[src/hdl/sbm_pkg.sv]
// Constants and types shared by the supply brownout and shutdown monitor
package sbm_pkg;

   // Register indices on the serial bus
   localparam logic [7:0] REG_FLAGS         = 8'h00;
   localparam logic [7:0] REG_CTRL          = 8'h01;
   localparam logic [7:0] REG_THRESH        = 8'h02;

   // Reset values
   localparam logic [7:0] CTRL_RESET        = 8'h00;
   localparam logic [7:0] THRESH_RESET      = 8'h00;

   // Event flag bit positions
   localparam int unsigned FLAG_BROWNOUT    = 4;
   localparam int unsigned FLAG_SHUTDOWN    = 5;

   // Control bit positions
   localparam int unsigned CTRL_LATCH_CLEAR = 0;
   localparam int unsigned CTRL_DSG_ON      = 1;
   localparam int unsigned CTRL_CHG_ON      = 2;
   localparam int unsigned CTRL_PRECHARGE_FET_DRIVE_OFF    = 3;

   // Threshold nibble positions
   localparam int unsigned THR_BO_LSB       = 4;
   localparam int unsigned THR_SD_LSB       = 0;

   // Thresholds in millivolts
   localparam logic [15:0] BO_BASE_MV       = 16'h1f27;   // 7975 mV
   localparam logic [15:0] SD_BASE_MV       = 16'h194b;   // 6475 mV
   localparam logic [15:0] THR_STEP_MV      = 16'h012c;   // 300 mV
   localparam logic [15:0] HYST_MV         = 16'h0032;   // 50 mV

   // Serial bus slave address, arbitrary value
   localparam logic [6:0]  DEV_ADDR         = 7'h2a;
   localparam logic [3:0]  BITS_PER_BYTE    = 4'h8;
   localparam logic [3:0]  LAST_BIT         = 4'h7;

   // Serial slave states
   typedef enum logic [5:0] {
      ST_IDLE = 6'h01,
      ST_ADDR = 6'h02,
      ST_ACK  = 6'h04,
      ST_WR   = 6'h08,
      ST_RD   = 6'h10,
      ST_MACK = 6'h20
   } sbm_state_t;

endpackage

[src/hdl/sbm_cmp_if.sv]
// Threshold code and comparator result between top and comparator
`timescale 1ns/100ps
`default_nettype none
interface sbm_cmp_if;
   logic [3:0] code;
   logic       below;

   modport cmp  (input code, output below);
   modport ctrl (output code, input below);
endinterface
`default_nettype wire

[src/hdl/sbm_sync2.sv]
// Two-flop level synchroniser
`timescale 1ns/100ps
`default_nettype none
module sbm_sync2 (
   // Clock and reset
   input  wire logic clk,
   input  wire logic rst,
   // Level in and out
   input  wire logic din,
   output var  logic dout
);
   logic meta_r;

   always_ff @(posedge clk or posedge rst) begin
      if (rst) begin
         meta_r <= 1'b0;
         dout   <= 1'b0;
      end else begin
         meta_r <= din;
         dout   <= meta_r;
      end
   end
endmodule
`default_nettype wire

[src/hdl/sbm_hyst_cmp.sv]
// Programmable undervoltage comparator with hysteresis
`timescale 1ns/100ps
`default_nettype none
module sbm_hyst_cmp #(
   parameter logic [15:0] BASE_MV = 16'h0000
) (
   // Clock and reset
   input  wire logic   clk,
   input  wire logic   rst,
   // Sensed voltage in millivolts
   input  wire logic [15:0] sense_mv,
   // Threshold code and result
   sbm_cmp_if.cmp      cmp
);
   import sbm_pkg::*;

   logic [15:0] thr_mv;
   logic [15:0] rel_mv;
   logic        below_r;
   logic        below_nxt;

   // Linear decode, code 0 is the base value
   assign thr_mv    = 16'(BASE_MV + 16'(cmp.code) * THR_STEP_MV);
   // Sets on falling crossing, releases above threshold plus hysteresis
   assign rel_mv    = 16'(thr_mv + HYST_MV);
   assign below_nxt = (sense_mv < thr_mv) ? 1'b1 :
                      (sense_mv > rel_mv) ? 1'b0 : below_r;
   assign cmp.below = below_r;

   always_ff @(posedge clk or posedge rst) begin
      if (rst) begin
         below_r <= 1'b0;
      end else begin
         below_r <= below_nxt;
      end
   end
endmodule
`default_nettype wire

[src/hdl/sbm_monitor.sv]
// Supply brownout and shutdown monitor with serial register access
//
// Functional notes
// - Brownout sets flag bit 4, asserts alert
// - Upper nibble selects brownout threshold, default lowest
// - Status read releases alert, flag stays set
// - Flag clears after latch-clear pulse then read
// - Lower nibble selects shutdown threshold, default lowest
// - Below shutdown, pack not above battery: flag bit 5
// - Shutdown enters sleep, forces all FETs off
// - Shutdown flag clears itself when voltage recovers
// - Shutdown never asserts the alert
// - Both comparators have 50 mV hysteresis
// - FET drives only while enable input low
// - Alert is open-drain, driven low on brownout entry
// - Host FET control ignored during shutdown
`timescale 1ns/100ps
`default_nettype none
module sbm_monitor (
   // Clock and reset
   input  wire logic        SYS_CLK,
   input  wire logic        RST,
   // Measured voltages in millivolts
   input  wire logic [15:0] BAT_SENSE_MV,
   input  wire logic [15:0] PACK_VOLTAGE_IN_MV,
   // Two-wire serial bus
   input  wire logic        SCLK_I,
   output var  logic        SCLK_O,
   output var  logic        SCLK_OE,
   input  wire logic        SDATA_I,
   output var  logic        SDATA_O,
   output var  logic        SDATA_OE,
   // FET control
   input  wire logic        FET_ENABLE_N,
   output var  logic        CHARGE_FET_DRIVE,
   output var  logic        DISCHARGE_FET_DRIVE,
   output var  logic        PRECHARGE_FET_DRIVE,
   // Status
   output var  logic        ALERT_OUT_N_O,
   output var  logic        ALERT_OUT_N_OE,
   output var  logic        SLEEP_MODE
);
   import sbm_pkg::*;

   // Register file
   logic [7:0]  ctrl_r;
   logic [7:0]  thresh_r;
   logic [7:0]  flags;
   logic [7:0]  rd_mux;

   // Supervision state
   logic        bo_below_s;
   logic        sd_below_s;
   logic        bo_below_q_r;
   logic        bo_rise;
   logic        bo_flag_r;
   logic        bo_flag_nxt;
   logic        sd_flag_r;
   logic        sd_flag_nxt;
   logic        pack_higher;
   logic        alert_r;
   logic        alert_nxt;
   logic        clr_prev_r;
   logic        clr_seen_r;
   logic        clr_armed_r;
   logic        clr_rise;
   logic        clr_fall;
   logic        clr_fire;
   logic        fet_ok;

   // Serial slave state
   sbm_state_t  state_r;
   sbm_state_t  state_nxt;
   logic [3:0]  cnt_r;
   logic [3:0]  cnt_nxt;
   logic [7:0]  shreg_r;
   logic [7:0]  shreg_nxt;
   logic [7:0]  ptr_r;
   logic [7:0]  ptr_nxt;
   logic        ptr_phase_r;
   logic        ptr_phase_nxt;
   logic        rw_r;
   logic        rw_nxt;
   logic        acked_r;
   logic        acked_nxt;
   logic        sda_oe_r;
   logic        sda_oe_nxt;
   logic        wr_en;
   logic        status_rd;
   logic        scl_q_r;
   logic        sda_q_r;
   logic        scl_rise;
   logic        scl_fall;
   logic        bus_start;
   logic        bus_stop;

   sbm_cmp_if bo_if ();
   sbm_cmp_if sd_if ();

   assign bo_if.code = thresh_r[THR_BO_LSB +: 4];
   assign sd_if.code = thresh_r[THR_SD_LSB +: 4];

   sbm_hyst_cmp #(
      .BASE_MV (BO_BASE_MV)
   ) u_bo_cmp (
      .clk      (SYS_CLK),
      .rst      (RST),
      .sense_mv (BAT_SENSE_MV),
      .cmp      (bo_if.cmp)
   );

   sbm_hyst_cmp #(
      .BASE_MV (SD_BASE_MV)
   ) u_sd_cmp (
      .clk      (SYS_CLK),
      .rst      (RST),
      .sense_mv (BAT_SENSE_MV),
      .cmp      (sd_if.cmp)
   );

   // Comparator outputs behave like asynchronous analog levels
   sbm_sync2 u_bo_sync (
      .clk  (SYS_CLK),
      .rst  (RST),
      .din  (bo_if.below),
      .dout (bo_below_s)
   );

   sbm_sync2 u_sd_sync (
      .clk  (SYS_CLK),
      .rst  (RST),
      .din  (sd_if.below),
      .dout (sd_below_s)
   );

   // Brownout flag, set wins over the clear
   assign bo_rise     = bo_below_s & ~bo_below_q_r;
   assign bo_flag_nxt = bo_below_s | (bo_flag_r & ~clr_fire);

   // Latch-clear must go 0, 1, 0 and then a status read follows
   assign clr_rise    = ctrl_r[CTRL_LATCH_CLEAR] & ~clr_prev_r;
   assign clr_fall    = ~ctrl_r[CTRL_LATCH_CLEAR] & clr_prev_r;
   assign clr_fire    = clr_armed_r & status_rd;

   // Alert follows brownout only; a status read releases it
   assign alert_nxt   = bo_rise | (alert_r & ~status_rd);

   // Shutdown is a live level, no host action needed to clear it
   assign pack_higher = PACK_VOLTAGE_IN_MV > BAT_SENSE_MV;
   assign sd_flag_nxt = sd_below_s & ~pack_higher;

   assign fet_ok      = ~FET_ENABLE_N & ~sd_flag_r;

   assign flags = {2'b00, sd_flag_r, bo_flag_r, 4'h0};
   assign rd_mux = (ptr_r == REG_FLAGS)  ? flags :
                   (ptr_r == REG_CTRL)   ? ctrl_r :
                   (ptr_r == REG_THRESH) ? thresh_r : 8'h00;

   // Bus pins are sampled as synchronous inputs
   assign scl_rise  = SCLK_I & ~scl_q_r;
   assign scl_fall  = ~SCLK_I & scl_q_r;
   assign bus_start = SCLK_I & scl_q_r & sda_q_r & ~SDATA_I;
   assign bus_stop  = SCLK_I & scl_q_r & ~sda_q_r & SDATA_I;

   always_comb begin
      state_nxt     = state_r;
      cnt_nxt       = cnt_r;
      shreg_nxt     = shreg_r;
      ptr_nxt       = ptr_r;
      ptr_phase_nxt = ptr_phase_r;
      rw_nxt        = rw_r;
      acked_nxt     = acked_r;
      sda_oe_nxt    = sda_oe_r;
      wr_en         = 1'b0;
      status_rd     = 1'b0;
      case (state_r)
         ST_IDLE: begin
            sda_oe_nxt = 1'b0;
         end
         ST_ADDR: begin
            if (scl_rise) begin
               shreg_nxt = {shreg_r[6:0], SDATA_I};
               cnt_nxt   = 4'(cnt_r + 4'h1);
            end else if (scl_fall && cnt_r == BITS_PER_BYTE) begin
               if (shreg_r[7:1] == DEV_ADDR) begin
                  sda_oe_nxt    = 1'b1;
                  rw_nxt        = shreg_r[0];
                  ptr_phase_nxt = ~shreg_r[0];
                  state_nxt     = ST_ACK;
               end else begin
                  state_nxt = ST_IDLE;
               end
            end
         end
         ST_ACK: begin
            if (scl_fall) begin
               cnt_nxt = 4'h0;
               if (rw_r) begin
                  shreg_nxt  = rd_mux;
                  sda_oe_nxt = ~rd_mux[7];
                  status_rd  = (ptr_r == REG_FLAGS);
                  ptr_nxt    = 8'(ptr_r + 8'h01);
                  state_nxt  = ST_RD;
               end else begin
                  sda_oe_nxt = 1'b0;
                  state_nxt  = ST_WR;
               end
            end
         end
         ST_WR: begin
            if (scl_rise) begin
               shreg_nxt = {shreg_r[6:0], SDATA_I};
               cnt_nxt   = 4'(cnt_r + 4'h1);
            end else if (scl_fall && cnt_r == BITS_PER_BYTE) begin
               if (ptr_phase_r) begin
                  ptr_nxt       = shreg_r;
                  ptr_phase_nxt = 1'b0;
               end else begin
                  wr_en   = 1'b1;
                  ptr_nxt = 8'(ptr_r + 8'h01);
               end
               sda_oe_nxt = 1'b1;
               state_nxt  = ST_ACK;
            end
         end
         ST_RD: begin
            if (scl_fall) begin
               if (cnt_r == LAST_BIT) begin
                  sda_oe_nxt = 1'b0;
                  state_nxt  = ST_MACK;
               end else begin
                  shreg_nxt  = {shreg_r[6:0], 1'b0};
                  sda_oe_nxt = ~shreg_r[6];
                  cnt_nxt    = 4'(cnt_r + 4'h1);
               end
            end
         end
         ST_MACK: begin
            if (scl_rise) begin
               acked_nxt = ~SDATA_I;
            end else if (scl_fall) begin
               if (acked_r) begin
                  cnt_nxt    = 4'h0;
                  shreg_nxt  = rd_mux;
                  sda_oe_nxt = ~rd_mux[7];
                  status_rd  = (ptr_r == REG_FLAGS);
                  ptr_nxt    = 8'(ptr_r + 8'h01);
                  state_nxt  = ST_RD;
               end else begin
                  state_nxt = ST_IDLE;
               end
            end
         end
         default: begin
            state_nxt  = ST_IDLE;
            sda_oe_nxt = 1'b0;
         end
      endcase
      // Start and stop win over any byte in flight
      if (bus_stop) begin
         state_nxt  = ST_IDLE;
         sda_oe_nxt = 1'b0;
      end
      if (bus_start) begin
         state_nxt  = ST_ADDR;
         cnt_nxt    = 4'h0;
         sda_oe_nxt = 1'b0;
      end
   end

   always_ff @(posedge SYS_CLK or posedge RST) begin
      if (RST) begin
         state_r     <= ST_IDLE;
         cnt_r       <= 4'h0;
         shreg_r     <= 8'h00;
         ptr_r       <= 8'h00;
         ptr_phase_r <= 1'b0;
         rw_r        <= 1'b0;
         acked_r     <= 1'b0;
         sda_oe_r    <= 1'b0;
         scl_q_r     <= 1'b1;
         sda_q_r     <= 1'b1;
      end else begin
         state_r     <= state_nxt;
         cnt_r       <= cnt_nxt;
         shreg_r     <= shreg_nxt;
         ptr_r       <= ptr_nxt;
         ptr_phase_r <= ptr_phase_nxt;
         rw_r        <= rw_nxt;
         acked_r     <= acked_nxt;
         sda_oe_r    <= sda_oe_nxt;
         scl_q_r     <= SCLK_I;
         sda_q_r     <= SDATA_I;
      end
   end

   // Register writes; the flag register is read only
   always_ff @(posedge SYS_CLK or posedge RST) begin
      if (RST) begin
         ctrl_r   <= CTRL_RESET;
         thresh_r <= THRESH_RESET;
      end else if (wr_en && ptr_r == REG_CTRL) begin
         ctrl_r   <= shreg_r;
      end else if (wr_en && ptr_r == REG_THRESH) begin
         thresh_r <= shreg_r;
      end
   end

   // Latch-clear sequence tracking
   always_ff @(posedge SYS_CLK or posedge RST) begin
      if (RST) begin
         clr_prev_r  <= 1'b0;
         clr_seen_r  <= 1'b0;
         clr_armed_r <= 1'b0;
      end else begin
         clr_prev_r  <= ctrl_r[CTRL_LATCH_CLEAR];
         clr_seen_r  <= clr_rise | (clr_seen_r & ~clr_fall);
         clr_armed_r <= (clr_fall & clr_seen_r) | (clr_armed_r & ~status_rd);
      end
   end

   always_ff @(posedge SYS_CLK or posedge RST) begin
      if (RST) begin
         bo_below_q_r <= 1'b0;
         bo_flag_r    <= 1'b0;
         sd_flag_r    <= 1'b0;
         alert_r      <= 1'b0;
      end else begin
         bo_below_q_r <= bo_below_s;
         bo_flag_r    <= bo_flag_nxt;
         sd_flag_r    <= sd_flag_nxt;
         alert_r      <= alert_nxt;
      end
   end

   // Registered pin drivers; open-drain pins only ever pull low
   always_ff @(posedge SYS_CLK or posedge RST) begin
      if (RST) begin
         SCLK_O              <= 1'b0;
         SCLK_OE             <= 1'b0;
         SDATA_O             <= 1'b0;
         SDATA_OE            <= 1'b0;
         CHARGE_FET_DRIVE    <= 1'b0;
         DISCHARGE_FET_DRIVE <= 1'b0;
         PRECHARGE_FET_DRIVE <= 1'b0;
         ALERT_OUT_N_O       <= 1'b0;
         ALERT_OUT_N_OE      <= 1'b0;
         SLEEP_MODE          <= 1'b0;
      end else begin
         SCLK_O              <= 1'b0;
         SCLK_OE             <= 1'b0;
         SDATA_O             <= 1'b0;
         SDATA_OE            <= sda_oe_nxt;
         CHARGE_FET_DRIVE    <= fet_ok & ctrl_r[CTRL_CHG_ON];
         DISCHARGE_FET_DRIVE <= fet_ok & ctrl_r[CTRL_DSG_ON];
         PRECHARGE_FET_DRIVE <= fet_ok & ~ctrl_r[CTRL_PRECHARGE_FET_DRIVE_OFF];
         ALERT_OUT_N_O       <= 1'b0;
         ALERT_OUT_N_OE      <= alert_nxt;
         SLEEP_MODE          <= sd_flag_nxt;
      end
   end
endmodule
`default_nettype wire

[config.mk]
export PLATFORM = sky130hd
export DESIGN_NAME = sbm_monitor
export DESIGN_NICKNAME = d
export VERILOG_FILES = /design/src/hdl/sbm_pkg.sv /design/src/hdl/sbm_cmp_if.sv /design/src/hdl/sbm_sync2.sv /design/src/hdl/sbm_hyst_cmp.sv /design/src/hdl/sbm_monitor.sv
export SDC_FILE = /design/constraint.sdc
export NUM_CORES = 1
export LEC_CHECK = 0
export BUFFER_PORTS_ARGS = -buffer_cell sky130_fd_sc_hd__buf_2
export CORE_ASPECT_RATIO = 2
export CORE_UTILIZATION = 40
export CTS_CLUSTER_SIZE = 10
export DETAILED_ROUTE_END_ITERATION = 7
export SLEW_MARGIN = 5
export SYNTH_ARGS = -nofsm -noshare
export SYNTH_HDL_FRONTEND = slang
export SYNTH_HIERARCHICAL = 1
export SYNTH_SLANG_ARGS = --single-unit
[constraint.sdc]
create_clock -name SYS_CLK -period 12.8 [get_ports SYS_CLK]
set_input_delay 1.92 -clock SYS_CLK [delete_from_list [all_inputs] [get_ports SYS_CLK]]
set_output_delay 1.92 -clock SYS_CLK [all_outputs]
set_load 0.02 [all_outputs]
==> results.md, run 1 <==
* Clock Latency Late Sink at 0.33 ns
* Post-Syn Area at 6690 um2
* Clock Power Share at a little under half
* Largest cells by area after synthesis: dfrtp_1 23%, ha_1 19%, a21oi_1 4.1%
* Post-Layout Inst Area at approximately 7400 um2
* P&R area growth vs syn at 10.3%
* Worst hold path class: flop to flop
* Final setup viols at 0
* Pre-Repair DR Iteration Count at 5
* Row cnt at 66
* Final max-slew violation count at 0
* First-pass GRT wire length at 27.2 mm
* Synth top area share at a little under a quarter
* Post-route ant nets at 0
* Leakage Power at 3.67 nW
* Achievable clock frequency at 214 MHz
* Post-Syn Instances at about 730
* Count leader, synth: ha_1
* Post_cts resized at 0
* Die W at 93.4 um
* Clk_skew at just under 0.007 ns
* RSZ-0062 raised after global routing: false
* Area of the core at 16,300 um2
* Vias post-DR at 5,476
* Metal2 WL at 9.91 mm
* CP Capture Type: flop
* RePlAce Congestion at 0.840
* Status: finished clean
* Switch share at 29.3%
* Drt wl/cell at 17.4 um
* CTS sink cnt at between 60 and 70
* Clock-pin slew on the worst setup and hold paths at 0.06 ns
* PwrDens at around 76 nW/um2
* Total congestion overflow at 0
* Vias in the first global route at 5,650
* # Post-CTS Setup Buffers at 0
* DRT iter0 DRCs at around 190
* Share of cells above drive strength 1 at about a fifth
* Internal power at about 400 uW
* Largest net degree at the start of global routing at between 50 and 60
* Post-DP Area at 7070 um2
* Combinational share of power at ~16%
* Sequential area share after synthesis at 24.0%
* Die height at around 180 um
* Main synth FF type: dfrtp_1
* Die Area at roughly 17,000 um2
* Post-synthesis cell type count at 100
* # hold bufs at CTS at 0
* Clk root buf: clkbuf_16
* Max Cap Violations at 0
* Crit path time final at 4.68 ns
* Vias/cell at 5.58
* CTS H-Tree Depth at 3
* #FFs+latches synth at 64
* Met3 WL at about 500 um
* Clk buf depth at 2
* All-Layer GR Usage at between 20% and 30%
* IO Port Bufs at 42
* Final hold vios at 0
* Routed WL at about 17 mm
* CP arrival at 4.93 ns
* Area leader, netlist: dfrtp_1
* Post-synthesis async set-or-reset flop share at 100%
* Crit start category: flop
* Sequential Power Share at between 30% and 40%
* Crit Path Max Fanout at 8
* Number of remaining DRC errors at 0
* Cts bufs inserted at 9
* WS Path Type: flop to flop
* Setup_tns at 0 ns
* Post-synth top cells: 103 x ha_1, 61 x dfrtp_1, 55 x a21oi_1, 55 x inv_1, 51 x nand2_1
* Initial antenna violation count at 1
* Fin nets at 913
* Highest Signal Layer: met4
* Util after Layout at a little under half
* Worst slew margin at around half
* Initial core utilization at around 41%
* Syn avg cell area at roughly 9.1 um2
* Post-synth EDFFs at 0
* Crit path required time at approximately 13 ns
* Post-DP HPWL at 14.0 mm
* Worst Tran Pin Value at between 0.7 and 0.8 ns
* I/O pin cnt at 47
* Yosys warns at 6
* CTS tree: yes
* Final hold slack at around 0.35 ns
* Final worst path period share at between 30% and 40%
* Psw at roughly 160 uW
* VDD IR-drop max at 0.0568 mV
* Metal-1 WL at a little under 6 mm
-- kinds of logic (layout without fill, tap and decap cells) --
family | count (synthesis) | count (layout) | share of synthesized area [%]
xor+xnor | 48 | 48 | 7.35
other cells | 3 | 7 | 0.168
flops | 64 | 64 | 24.0
fa+ha+maj | 106 | 106 | 20.0
simple gates | 238 | 238 | 21.1
mux | 25 | 25 | 4.10
buf+inv | 74 | 115 | 4.66
compound gates | 174 | 174 | 18.6
-- power groups by stage --
| stage | clock, mW | combinational, mW | sequential, mW |
|---|---|---|---|
| 2_1_floorplan | 0 | 0.0618 | 0.219 |
| 3_3_place_gp | 0 | 0.0876 | 0.221 |
| 3_5_place_dp | 0 | 0.0882 | 0.222 |
| 4_1_cts | 0.262 | 0.0889 | 0.218 |
| 5_1_grt | 0.268 | 0.0982 | 0.219 |
| 6_report | 0.255 | 0.0881 | 0.218 |
-- registers in the layout, summed over array words and instances (netlist names), 4 cells and up --
signal and cells:
thresh_r 8, cnt_r 4, shreg_r 8, ctrl_r 8, state_r 6, ptr_r 8
-- area by class of cell --
type | instances | area, um2
Fill cell | 1592 | 8890
Multi-Input combinational cell | 597 | 4780
Sequential cell | 64 | 1610
Tap cell | 204 | 255
Clock buffer | 9 | 225
Timing Repair Buffer | 43 | 218
Inverter | 56 | 210
Clock inverter | 7 | 78.8
Antenna cell | 1 | 2.50
-- metal layers --
layer	global-route usage (%)	vias to the layer above
met4	10.6	0
met2	43.1	108
met3	3.16	42
met5	0	-
li1	-	2720
met1	17.2	2606
-- critical path, stage by stage (launching register included) --
cell and delay, ns:
dfrtp_1 0.53, ha_1 0.36, inv_1 0.05, fa_1 0.53
inv_1 0.05, ha_1 0.22, and3_1 0.19, or3_4 0.38
and2_2 0.23, xnor2_2 0.17, a32oi_1 0.28, o21ai_1 0.11
xnor2_1 0.15, ha_1 0.31, nand4_1 0.12, nor4_1 0.36
inv_1 0.08, nor4_1 0.30, a21oi_1 0.09, o211ai_1 0.10
-- layout by cell type, fill, tap and decap left out, drive strengths merged, types with 4 or more instances in the layout --
cell type	netlist	routed
a211oi	6	6
a21o	23	23
a21oi	56	56
and2	11	11
and3	8	8
buf	12	43
clkbuf	6	9
conb	3	6
dfrtp	61	61
ha	103	103
inv	56	59
mux2	19	19
mux2i	6	6
nand2	53	53
nand2b	10	10
nand3	22	22
nand3b	7	7
nand4	10	10
nand4b	9	9
nor2	40	40
nor2b	10	10
nor3	21	21
nor3b	6	6
nor4	4	4
o211ai	6	6
o21a	4	4
o21ai	40	40
o22ai	6	6
or2	7	7
or3	6	6
xnor2	34	34
xor2	14	14
-- per-stage QoR --
stage | cells | setup WS [ns] | power (mW)
floorplan | 735 | 8.59 | 0.281
global placement | 964 | 8.28 | 0.309
detailed placement | 964 | 8.15 | 0.310
CTS | 980 | 8.14 | 0.569
global route | 980 | 7.82 | 0.585
finish | 981 | 8.12 | 0.562
-- final timing paths --
path	start	endpoint	slack, ns	cells after the start
max	thresh_r[2]$_DFFE_PP0P_	u_sd_cmp/cmp.below$_DFFE_PP0P_	8.12	19
min	u_bo_sync/meta_r$_DFF_PP0_	u_bo_sync/dout$_DFF_PP0_	0.35	0
max reg2reg	thresh_r[2]$_DFFE_PP0P_	u_sd_cmp/cmp.below$_DFFE_PP0P_	8.12	19
min reg2reg	u_bo_sync/meta_r$_DFF_PP0_	u_bo_sync/dout$_DFF_PP0_	0.35	0
max in group asynchronous	RST	cnt_r[2]$_DFFE_PP0P_	10.43	3
min in group asynchronous	RST	u_sd_cmp/cmp.below$_DFFE_PP0P_	1.49	2
Power figures use the tool's default switching activity.
==> inputs of run 2 (changes only) <==
--- a/config.mk
+++ b/config.mk
@@ -5,6 +5,7 @@
 export SDC_FILE = /design/constraint.sdc
 export NUM_CORES = 1
 export LEC_CHECK = 0
+export ABC_AREA = 1
 export BUFFER_PORTS_ARGS = -buffer_cell sky130_fd_sc_hd__buf_2
 export CORE_ASPECT_RATIO = 2
 export CORE_UTILIZATION = 40
==> constraint.sdc (replaced) <==
create_clock -name SYS_CLK -period 4.9 [get_ports SYS_CLK]
set_input_delay 0.735 -clock SYS_CLK [delete_from_list [all_inputs] [get_ports SYS_CLK]]
set_output_delay 0.735 -clock SYS_CLK [all_outputs]
set_load 0.02 [all_outputs]
==> run 2 against run 1 <==
Register-to-register slack worse by 7.2 ns. Critical endpoint unchanged. Via count up 22%. Clock power rose to 2.8 times the previous value. Power increased to 2.6 times the previous value. Critical path depth rose by 4. Setup slack lost 7.2 ns. Wire length is 10% higher. Fmax grew 18%. Synthesized cell count grew 44%. Die area is 6.8% higher. Combinational power increased by 100%.
==> results.md, run 2 <==
* Status: finished clean
* Crit Reg-Reg Endpoint: u_sd_cmp/cmp.below$_DFFE_PP0P_
* PwrDens at 182 nW/um2 (+140%)
* Post_cts resized at 0 (unchanged)
* # Post-CTS Setup Buffers at 0 (unchanged)
* Setup_tns at 0 ns (unchanged)
* Main synth FF type: dfrtp_1
* RR Startpoint: thresh_r[2]$_DFFE_PP0P_
* Clock Latency Late Sink at 0.34 ns (about the same)
* I/O pin cnt at 47 (unchanged)
* Row cnt at 68 (+3.0%)
* Worst slew margin at 49.3% (-0.32 points)
* Vias post-DR at 6,689 (+22%)
* All-Layer GR Usage at 21.7% (+1.3 points)
* Ant diodes at 0 (-1)
* Post-synthesis cell type count at 48 (-52%)
* Post-Syn Area at 7150 um2 (+6.9%)
* Worst Tran Pin Value at 0.760 ns (+0.00477 ns)
* Crit path from: thresh_r[2]$_DFFE_PP0P_
* Post-synth top cells: 287 x nand2_1, 151 x inv_1, 103 x ha_1
* Total congestion overflow at 0 (unchanged)
* Post-synthesis async set-or-reset flop share at 100% (unchanged)
* Register area at 1610 um2 (unchanged)
* Combinational share of power at 12.3% (-3.4 points)
* Die Area at 18,400 um2 (+6.8%)
* Worst reg2reg setup slack at 0.94 ns (-7.19 ns)
* CTS sink cnt at 64 (unchanged)
* RSZ-0062 raised after global routing: false
* Number of remaining DRC errors at 0 (unchanged)
* Die W at 96.5 um (+3.3%)
* Count leader, synth: nand2_1
* VDD IR-drop max at 0.164 mV (+190%)
* Post-Syn Instances at 1,051 (+44%)
* Clk_skew at 0.0110 ns (+0.00427 ns)
* Initial core utilization at 41.2% (+0.081 points)
* Largest family of logic cells by synthesized area: simple AND/OR/NAND/NOR gates
* Post-synthesis mux area share at 0% (-4.1 points)
* Commonest non-fill, non-tap cell in the layout: nand2_1
* P&R area growth vs syn at 10.6%
* Leakage Power at 4.41 nW (+20%)
* Commonest cells after routing, fill and taps aside: 287 x nand2_1, 150 x inv_1, 103 x ha_1
* CP arrival at 4.18 ns (-0.75 ns)
* Max Cap Violations at 0 (unchanged)
* Crit path required time at 5.12 ns (-7.93 ns)
* Vias/cell at 5.09 (-8.9%)
* Vias in the first global route at 6,615 (+17%)
* Largest net degree at the start of global routing at 59 (unchanged)
* Placed Cells at 1,299 (+35%)
* Clock Power Share at 49.1% (+3.6 points)
* Synth top area share at 21.3% (-1.5 points)
* Internal power at 1.06 mW (+170%)
* Routed WL at 18.8 mm (+10%)
* Final worst path period share at 80.8% (+44 points)
* Area of the core at 17,400 um2 (+6.7%)
* CTS H-Tree Depth at 3 (unchanged)
* WS Path Type: flop to flop
* Clk root buf: clkbuf_16
* Worst hold path class: input port to asynchronous set/reset pin
* CTS tree: yes
* Non-filler cells, final at 1,315 (+34%)
* Total power at 1.44 mW (+160%)
* Yosys warns at 6 (unchanged)
* Syn avg cell area at 6.80 um2 (-26%)
* Post-route ant nets at 0 (unchanged)
* Post-DP HPWL at 15.7 mm (+12%)
* Clock-pin slew on the worst setup and hold paths at 0.06 ns (about the same)
* Largest cells by area after synthesis: dfrtp_1 21%, ha_1 18%, nand2_1 15%
* DRT iter0 DRCs at 215 (+15%)
* Area of the multi-input gates at 4890 um2 (+2.3%)
* Final hold vios at 0 (unchanged)
* Share of cells above drive strength 1 at 14.9% (-4.0 points)
* Psw at 380 uW (+130%)
* First-pass GRT wire length at 30.4 mm (+12%)
* Achievable clock frequency at 252 MHz (+18%)
* Initial antenna violation count at 0 (-1)
* Area fraction in compound gates after synthesis at 10.0% (-8.5 points)
* Final max-slew violation count at 0 (unchanged)
* Crit path time final at 3.96 ns (-0.714 ns)
* Fin nets at 1,242 (+36%)
* Clk buf depth at 2 (unchanged)
* XOR/XNOR Fraction of Synth Area at 2.20% (-5.1 points)
* Sequential area share after synthesis at 22.4% (-1.5 points)
* Synth Area in Adders at 18.6% (-1.4 points)
* Pre-Repair DR Iteration Count at 5 (unchanged)
* Fillers at 1,873 (+18%)
* Final setup viols at 0 (unchanged)
* Post-synth EDFFs at 0 (unchanged)
* Area leader, netlist: dfrtp_1
* Synth Area in Simple Gates at 37.3% (+16 points)
* Crit start category: flop
* Cts bufs inserted at 9 (unchanged)
* Crit Path Max Fanout at 11 (+3)
* CP Capture Type: flop
* #FFs+latches synth at 64 (unchanged)
* Sequential Power Share at 38.6% (-0.2 points)
* Switch share at 26.4% (-2.9 points)
* Critical path endpoint: u_sd_cmp/cmp.below$_DFFE_PP0P_
* Drt wl/cell at 14.3 um (-18%)
* Worst R2R Path Depth at 23 (+4)
* # hold bufs at CTS at 0 (unchanged)
* RePlAce Congestion at 0.835 (-0.55%)
* IO Port Bufs at 42 (unchanged)
* Die height at 191 um (+3.4%)
## run 2: metal layers
metal / up-vias / GRT usage (%) / part of all wire, %
li1: 3503 / - / -
met1: 3014 / 18.8 / 35
met2: 117 / 44.7 / 58
met3: 55 / 2.39 / 2.4
met4: 0 / 12.2 / 5.0
met5: - / 0 / 0
## run 2: how the worst min path moves through the flow
stage                                           from                             end  slack [ns]  cells past startpoint
after global placement    u_bo_sync/meta_r$_DFF_PP0_        u_bo_sync/dout$_DFF_PP0_        0.34                      0
after global routing                             RST  u_bo_cmp/cmp.below$_DFFE_PP0P_        0.31                      2
after detailed placement  u_bo_sync/meta_r$_DFF_PP0_        u_bo_sync/dout$_DFF_PP0_        0.34                      0
after floorplan           u_bo_sync/meta_r$_DFF_PP0_        u_bo_sync/dout$_DFF_PP0_        0.33                      0
final                                            RST  u_sd_cmp/cmp.below$_DFFE_PP0P_        0.31                      2
after CTS                                        RST  u_sd_cmp/cmp.below$_DFFE_PP0P_        0.30                      2
## run 2: logic make-up after synthesis
family,count (synthesis)
other cells,3
simple gates,565
flops,64
buf+inv,170
compound gates,126
xor+xnor,18
fa+ha+maj,105
## run 2: per-stage QoR
| stage | cell area, um2 | setup WS, ns | utilization (%) | hold slack (ns) |
|---|---|---|---|---|
| 3_3_place_gp | 7590 | 1.00 | 43.7 | 0.343 |
| 3_5_place_dp | 7590 | 0.922 | 43.7 | 0.337 |
| 2_1_floorplan | 7160 | 1.29 | - | 0.331 |
| 4_1_cts | 7910 | 0.917 | 45.6 | 0.303 |
| 6_report | 7910 | 0.938 | 45.6 | 0.311 |
| 5_1_grt | 7910 | 0.498 | 45.6 | 0.312 |
## run 2: power by group through the flow
stage	sequential (mW)	combinational (mW)	clock [mW]
6_report	0.556	0.178	0.707
5_1_grt	0.557	0.204	0.738
4_1_cts	0.555	0.179	0.719
3_5_place_dp	0.565	0.178	0
3_3_place_gp	0.565	0.176	0
2_1_floorplan	0.562	0.114	0
## run 2: layout make-up
cell class	count	share of cell area [%]
Clock buffer	10	3.02
Clock inverter	6	1.04
Inverter	162	7.69
Multi-Input combinational cell	820	61.9
Sequential cell	64	20.3
Tap cell	210	3.32
Timing Repair Buffer	43	2.75
## run 2: critical path: stages (launching register included)
cell and delay [ns]:
dfrtp_1 0.50, ha_1 0.34, inv_1 0.05, fa_1 0.53, inv_1 0.06, ha_1 0.32
nand2_1 0.11, nand2_1 0.12, nand2_1 0.08, nand3_1 0.12, nor2_2 0.16, nand2_2 0.08
nor2_2 0.12, nand3_1 0.10, nor2_1 0.09, nor2_1 0.05, ha_1 0.28, nand3_1 0.11
nor3_1 0.22, o21ai_0 0.13, o211ai_1 0.09, nand2_1 0.07, nand2_1 0.05, o21ai_0 0.07
